[src/dsrs_pkg.sv]
// Shared constants and types for the dual supply reset supervisor
package dsrs_pkg;

  // Output drive styles selectable at build time
  typedef enum logic [1:0] {
    DSRS_OUT_HIGH_PP  = 2'b00,
    DSRS_OUT_LOW_PP   = 2'b01,
    DSRS_OUT_LOW_OD   = 2'b10
  } dsrs_style_t;

  // Clock rate and hold time
  localparam int unsigned CLOCK_HZ      = 10_000_000;
  localparam int unsigned HOLD_MS       = 140;
  localparam longint unsigned HOLD_CYCLES_L =
    (longint'(CLOCK_HZ) * HOLD_MS + 999) / 1000;
  localparam int unsigned HOLD_CYCLES   = int'(HOLD_CYCLES_L);

  // Glitch filter length in cycles (transient rejection)
  localparam int unsigned FILTER_NS     = 1000;
  localparam int unsigned FILTER_CYCLES =
    (FILTER_NS * (CLOCK_HZ / 1_000_000) + 999) / 1000;

  // Reset values
  localparam logic        SYNC_RST_VAL  = 1'b0;
  localparam logic        ASSERT_RST    = 1'b1;

  // Raw supply and switch levels from the comparators and pin
  typedef struct packed {
    logic mainGood;
    logic senseGood;
    logic manualResetN;
  } dsrs_inputs_t;

  // Reset pin drive
  typedef struct packed {
    logic level;
    logic enable;
  } dsrs_pin_t;

endpackage : dsrs_pkg

[src/dsrs_supervisor.sv]
// What this block does
// - Reset held asserted from power-on until released
// - Either supply low asserts reset
// - Hold reset 140ms after supplies recover
// - Build-time output style: high, low, open-drain
// - Manual reset low asserts reset at once
// - Manual release waits at least 140ms
// - Unconnected manual reset reads inactive
// - Sense input fault resets like main fault
// - Brief supply glitches are rejected
module dsrs_supervisor
  import dsrs_pkg::*;
#(
  parameter dsrs_pkg::dsrs_style_t STYLE  = dsrs_pkg::DSRS_OUT_LOW_OD,
  parameter int unsigned           HOLD   = dsrs_pkg::HOLD_CYCLES,
  parameter int unsigned           FILTER = dsrs_pkg::FILTER_CYCLES
) (
  input  wire logic                  clock,
  input  wire logic                  srst,
  input  wire dsrs_pkg::dsrs_inputs_t rawIn,
  input  wire logic                  manualResetNOe,
  output dsrs_pkg::dsrs_pin_t        resetPin,
  output logic                       resetActive
);
  import dsrs_pkg::*;

  localparam int CW = $clog2(HOLD + 1);

  typedef enum logic [1:0] {
    ST_FAULT = 2'b00,
    ST_HOLD  = 2'b01,
    ST_RUN   = 2'b10
  } dsrs_state_t;

  logic [3:0]  syncBits;
  logic        mainBad;
  logic        senseBad;
  logic        fault;
  logic [CW-1:0] holdCount;
  logic [CW-1:0] next_holdCount;
  dsrs_state_t state;
  dsrs_state_t next_state;
  logic        asserted;
  logic        next_asserted;
  dsrs_pin_t   next_pin;
  logic        manualAct;

  // Pins cross into the clock domain before any logic reads them
  dsrs_sync #(
    .WIDTH     (4),
    .RESET_BIT (SYNC_RST_VAL)
  ) uSync (
    .clock   (clock),
    .srst    (srst),
    .asyncIn ({rawIn.mainGood, rawIn.senseGood, rawIn.manualResetN,
               manualResetNOe}),
    .syncOut (syncBits)
  );

  // Each supply is filtered on its own; brief dips never reach the timer
  dsrs_glitch_filter #(
    .FILTER    (FILTER),
    .RESET_VAL (ASSERT_RST)
  ) uMainFilter (
    .clock    (clock),
    .srst     (srst),
    .levelIn  (~syncBits[3]),
    .levelOut (mainBad)
  );

  dsrs_glitch_filter #(
    .FILTER    (FILTER),
    .RESET_VAL (ASSERT_RST)
  ) uSenseFilter (
    .clock    (clock),
    .srst     (srst),
    .levelIn  (~syncBits[2]),
    .levelOut (senseBad)
  );

  // Either supply fault holds reset; an open manual pin reads high
  assign fault     = mainBad | senseBad;
  assign manualAct = ~(syncBits[1] | ~syncBits[0]);

  // Hold sequencer: fault, timed hold, released
  always_comb begin
    next_state = state;
    next_holdCount = holdCount;
    next_asserted = 1'b1;
    unique case (state)
      ST_FAULT: begin
        next_holdCount = '0;
        if (!fault && !manualAct) begin
          next_state = ST_HOLD;
        end
      end
      ST_HOLD: begin
        if (fault || manualAct) begin
          next_state = ST_FAULT;
          next_holdCount = '0;
        end else if (holdCount >= CW'(HOLD - 1)) begin
          next_state = ST_RUN;
          next_asserted = 1'b0;
        end else begin
          next_holdCount = holdCount + CW'(1);
        end
      end
      ST_RUN: begin
        next_asserted = 1'b0;
        if (fault || manualAct) begin
          next_state = ST_FAULT;
          next_asserted = 1'b1;
        end
      end
      default: begin
        next_state = ST_FAULT;
      end
    endcase
    if (manualAct) begin
      next_asserted = 1'b1;
    end
  end

  // Output encoding by build-time style
  always_comb begin
    unique case (STYLE)
      DSRS_OUT_HIGH_PP: next_pin = '{level: next_asserted, enable: 1'b1};
      DSRS_OUT_LOW_PP:  next_pin = '{level: ~next_asserted, enable: 1'b1};
      default:          next_pin = '{level: 1'b0,
                                     enable: next_asserted};
    endcase
  end

  // State registers; reset forces asserted output
  always_ff @(posedge clock) begin
    if (srst) begin
      holdCount   <= '0;
      state       <= ST_FAULT;
      asserted    <= ASSERT_RST;
      resetPin    <= (STYLE == DSRS_OUT_HIGH_PP) ? 2'h3 :
                     (STYLE == DSRS_OUT_LOW_PP) ? 2'h1 : 2'h1;
    end else begin
      holdCount   <= next_holdCount;
      state       <= next_state;
      asserted    <= next_asserted;
      resetPin    <= next_pin;
    end
  end

  assign resetActive = asserted;

endmodule // dsrs_supervisor

// Two-flop synchroniser for levels arriving from outside the clock domain
module dsrs_sync
  import dsrs_pkg::*;
#(
  parameter int unsigned WIDTH     = 1,
  parameter logic        RESET_BIT = SYNC_RST_VAL
) (
  input  wire logic             clock,
  input  wire logic             srst,
  input  wire logic [WIDTH-1:0] asyncIn,
  output logic      [WIDTH-1:0] syncOut
);
  import dsrs_pkg::*;

  logic [WIDTH-1:0] stage1;
  logic [WIDTH-1:0] stage2;
  logic [WIDTH-1:0] next_stage1;
  logic [WIDTH-1:0] next_stage2;

  // First stage may go metastable; only the second stage reads it
  always_comb begin
    next_stage1 = asyncIn;
    next_stage2 = stage1;
  end

  // Synchroniser stages
  always_ff @(posedge clock) begin
    if (srst) begin
      stage1 <= {WIDTH{RESET_BIT}};
      stage2 <= {WIDTH{RESET_BIT}};
    end else begin
      stage1 <= next_stage1;
      stage2 <= next_stage2;
    end
  end

  assign syncOut = stage2;

endmodule // dsrs_sync

// Passes a level change only once it has stood for FILTER cycles
module dsrs_glitch_filter
  import dsrs_pkg::*;
#(
  parameter int unsigned FILTER    = FILTER_CYCLES,
  parameter logic        RESET_VAL = ASSERT_RST
) (
  input  wire logic clock,
  input  wire logic srst,
  input  wire logic levelIn,
  output logic      levelOut
);
  import dsrs_pkg::*;

  // FILTER must be at least one; one passes any single clean sample
  localparam int FW = $clog2(FILTER + 1);

  logic          held;
  logic          next_held;
  logic [FW-1:0] count;
  logic [FW-1:0] next_count;

  // Disagreeing samples are counted; any agreement starts the count again
  always_comb begin
    next_held  = held;
    next_count = '0;
    if (levelIn != held) begin
      if (count >= FW'(FILTER - 1)) begin
        next_held = levelIn;
      end else begin
        next_count = count + FW'(1);
      end
    end
  end

  // Filter registers; reset reports the fault side
  always_ff @(posedge clock) begin
    if (srst) begin
      held  <= RESET_VAL;
      count <= '0;
    end else begin
      held  <= next_held;
      count <= next_count;
    end
  end

  assign levelOut = held;

endmodule // dsrs_glitch_filter

[config.mk]
export PLATFORM = sky130hd
export DESIGN_NAME = dsrs_supervisor
export DESIGN_NICKNAME = d
export VERILOG_FILES = /design/src/dsrs_pkg.sv /design/src/dsrs_supervisor.sv
export SDC_FILE = /design/constraint.sdc
export NUM_CORES = 1
export LEC_CHECK = 0
export BUFFER_PORTS_ARGS = -buffer_cell sky130_fd_sc_hd__buf_2
export CORE_MARGIN = 3
export CORE_UTILIZATION = 50
export DETAILED_ROUTE_END_ITERATION = 16
export GPL_ROUTABILITY_DRIVEN = 0
export HOLD_SLACK_MARGIN = 0.05
export PLACE_DENSITY = 0.63
export SLEW_MARGIN = 20
export SYNTH_ARGS = -nofsm -noshare
export SYNTH_HDL_FRONTEND = slang
export SYNTH_SLANG_ARGS = --single-unit
[constraint.sdc]
create_clock -name clock -period 2.4 [get_ports clock]
set_input_delay 0 -clock clock [delete_from_list [all_inputs] [get_ports clock]]
set_output_delay 0 -clock clock [all_outputs]
set_load 0.05 [all_outputs]
==> parameters.txt <==
Parameter                              Value

Run status
  Result of the run    finished, final reports clean

Timing
  Worst-case clock skew    0.007923 ns
  Fin crit period    2.191 ns
  Max transition margin    66.91%
  Post-route worst hold slack    0.06829 ns
  Number of hold violations in the final report    0
  Final-report max-slew violation count    0
  Accumulated negative setup slack    0 ns
  Least-Margin Pin Slew    0.4921 ns
  Setup violations, final    0
  Minimum setup slack in the final design    0.2086 ns
  Final worst path period share    91.31%
  RSZ-0062 raised after global routing    false
  Achievable frequency    456.3 MHz

Power
  Static leakage    0.8605 nW
  Portion of total power attributed to sequential cells    48.6%
  Design internal power    0.001160 W
  PwrDens    639.6 mW/mm²
  Combinational fraction of design power    6.5%
  Switching share of total power    21.02%
  Clock network fraction of total power    44.9%
  Net switching power figure    0.0003086 W
  Max rail drop VDD    0.0003877 V
  Total power draw    0.001468 W

Die
  Number of ports placed on the die boundary    9
  Effective utilization at floorplan    54.02%
  Cell Rows    22
  Area enclosed by the die boundary    0.004908 mm²
  Core area    0.003799 mm²
  Die Y    70.06 µm
  Die width    70.06 µm

Finish
  Post-layout nets    267
  Area Overhead vs Synth    11.89%
  Layout cells sized above 1    9.921%
  Final cell count without fillers    300
  Leading cell type in the layout, fill and taps excluded    dfxtp_1
  Antenna diode count    0
  Most frequent cells in the layout    dfxtp_1 (42), nand2_1 (22), nor2_1 (21), a21oi_1 (16), o21ai_0 (13)

CTS
  Setup bufs post-CTS    0
  Clk Tree Root Cell    clkbuf_8
  Clock tree from TritonCTS    yes
  Clock Pin Slew Worst Setup and Hold Paths    0.08 ns
  Clock sink count    42
  Clock latency on the worst-skew pair    0.29 ns
  Total number of H-tree levels    2
  Number of buffers created by CTS    5
  Bufs on Longest Clock Path    2

Synthesis
  Seq/Total Area, Yosys    40.98%
  Area of the mapped netlist    0.002052 mm²
  Synthesized flop and latch total    42
  Dominant register cell in the synthesized netlist    dfxtp_1
  EDFF count, synth    0
  Mean instance size in the synthesized netlist    8.586 µm²
  Syn. warnings    0
  Number of nets produced by synthesis    255
  Count of mapped cells out of synthesis    239
  Number of distinct standard cells referenced by the synthesized netlist    44
  Post-synth ARST share    0%

Global routing
  Global-route wire length before repair    6.913 mm
  Tot GR Track Use    17.35%
  Largest net degree at the start of global routing    19
  Leftover overflow at the end of global routing    0
  Number of global-route vias before repair    1587
  Initial antenna violation count    0

Place
  Port buffer count    7
  Cell Count Post-Placement    288
  Estimated wirelength of the detail-placed design    2.916 mm
  Post-placement setup slack    0.1848 ns

Detailed routing
  Average wire per cell in the routed design    13.18 µm
  Via count    1700
  Total Wirelength    3.954 mm
  First-pass detailed-route iteration total    4
  DRC viols    0
  Iteration-0 DRC Markers    155
  Antenna-violating nets left    0
  Via density    5.667

Flow run
  Reported max-cap violation count    0

Setup path
  Crit Path Class    flop to flop
  Critical R2R Launch    holdCount[6]
  Crit-path slowest cell    dfxtp_1
  Reg2Reg Setup Slack    0.21 ns
  Worst Setup End Kind    flop
  Crit path cell chain    a211o_1, a221oi_2, o22ai_2, o21ba_2, buf_4, or3_1, a21oi_1
  Required time at the worst-slack endpoint    2.62 ns
  Crit path capture    holdCount[12]
  Type of element launching the critical path    flop
  Crit-path max cell delay    0.39 ns
  Worst R2R End    holdCount[12]
  FF-to-FF path depth    7
  Arrival time worst endpoint    2.41 ns
  Largest fanout of any net on the critical path    13
  Start point of the critical path    holdCount[6]

Hold path
  Class of the most critical hold timing path    primary input to flop
==> routing by layer <==
metal / vias up / track usage [%] / wire (µm)
li1: 871 / - / -
met1: 773 / 22.50 / 1875
met2: 49 / 27.49 / 1790
met3: 7 / 4.460 / 234
met4: 0 / 6.809 / 53
met5: - / 0 / 0
==> power by group through the flow <==
stage / clock network, W / registers [W] / logic [W]
after global placement: 0 / 0.000729 / 0.0000872
final: 0.000659 / 0.000714 / 0.0000958
after global routing: 0.000708 / 0.000715 / 0.000106
after floorplan: 0 / 0.000732 / 0.0000688
after CTS: 0.000682 / 0.000714 / 0.0000958
after detailed placement: 0 / 0.000730 / 0.0000904
==> critical path: cells and delay by family, from the launching register on <==
kind                   cells  cell delay [ns]
AO/OA/AOI/OAI              5             1.20
AND/OR/NAND/NOR            1             0.34
flip-flops                 1             0.39
buffers and inverters      1             0.19
==> stage by stage <==
step | utilization (%) | area, µm²
6_report | 60.44 | 2296
4_1_cts | 60.44 | 2296
2_1_floorplan | - | 2052
3_3_place_gp | 55.76 | 2118
5_1_grt | 60.44 | 2296
3_5_place_dp | 55.76 | 2118
==> sequential cells by signal, summed over array words and instances (netlist names) <==
register               count
resetActive                1
uSenseFilter.count         4
uMainFilter.levelOut       1
uMainFilter.count          4
uSync.syncOut              4
holdCount                 21
uSenseFilter.levelOut      1
state                      2
uSync.next_stage2          4
==> worst min-delay path by stage <==
stage	from	depth (start not counted)	slack, ns	endpoint
2_1_floorplan	srst	1	0.07	uSync.next_stage2[0]
3_3_place_gp	rawIn[0]	2	0.21	uSync.next_stage2[1]
3_5_place_dp	rawIn[1]	2	0.22	uSync.next_stage2[2]
4_1_cts	srst	2	0.06	uSync.next_stage2[2]
5_1_grt	srst	2	0.07	uSync.syncOut[3]
6_report	srst	2	0.07	state[0]
==> cell families after synthesis <==
group | Yosys count | synth area share (%)
buffers and inverters | 20 | 4.878
adders and majority gates | 10 | 6.098
and+or+nand+nor | 105 | 27.26
DFF | 42 | 40.98
muxes | 3 | 1.463
other | 1 | 0.1828
xor gates and xnor gates | 8 | 3.414
AOI/OAI and AO/OA | 50 | 15.73
==> what timing repair did <==
item,4_1_cts,5_1_grt
hold endpoints to repair,4,0
gates resized for setup,0,1
endpoints found under the setup margin,0,1
hold buffers,4,0
==> Yosys cell counts (all sizes together) (2+ instances only) <==
| cell | count | area (µm²) |
|---|---|---|
| mux2i | 3 | 30.03 |
| nand4b | 2 | 17.52 |
| a211o | 3 | 26.28 |
| nor2 | 21 | 78.83 |
| a21oi | 16 | 80.08 |
| or3 | 12 | 75.07 |
| dfxtp | 42 | 840.8 |
| a221oi | 2 | 23.77 |
| and3 | 6 | 37.54 |
| nor2b | 10 | 62.56 |
| nand3 | 12 | 60.06 |
| and2 | 2 | 12.51 |
| nand2 | 22 | 82.58 |
| clkbuf | 5 | 18.77 |
| xor2 | 4 | 35.03 |
| o31ai | 5 | 37.54 |
| buf | 6 | 47.54 |
| ha | 10 | 125.1 |
| xnor2 | 4 | 35.03 |
| nand4 | 7 | 43.79 |
| o21ai | 14 | 70.06 |
| or4 | 2 | 15.01 |
| and4 | 4 | 35.03 |
| inv | 9 | 33.78 |
==> layout make-up <==
cell class	instances	area (µm²)
multi-input combinational	177	1111
timing repair buffer	16	112.6
fill	320	1503
tap	48	60.06
sequential	42	840.8
inverter	9	33.78
clock buffer	5	68.82
clock inverter	3	68.82
(Power assumes the default switching activity.)
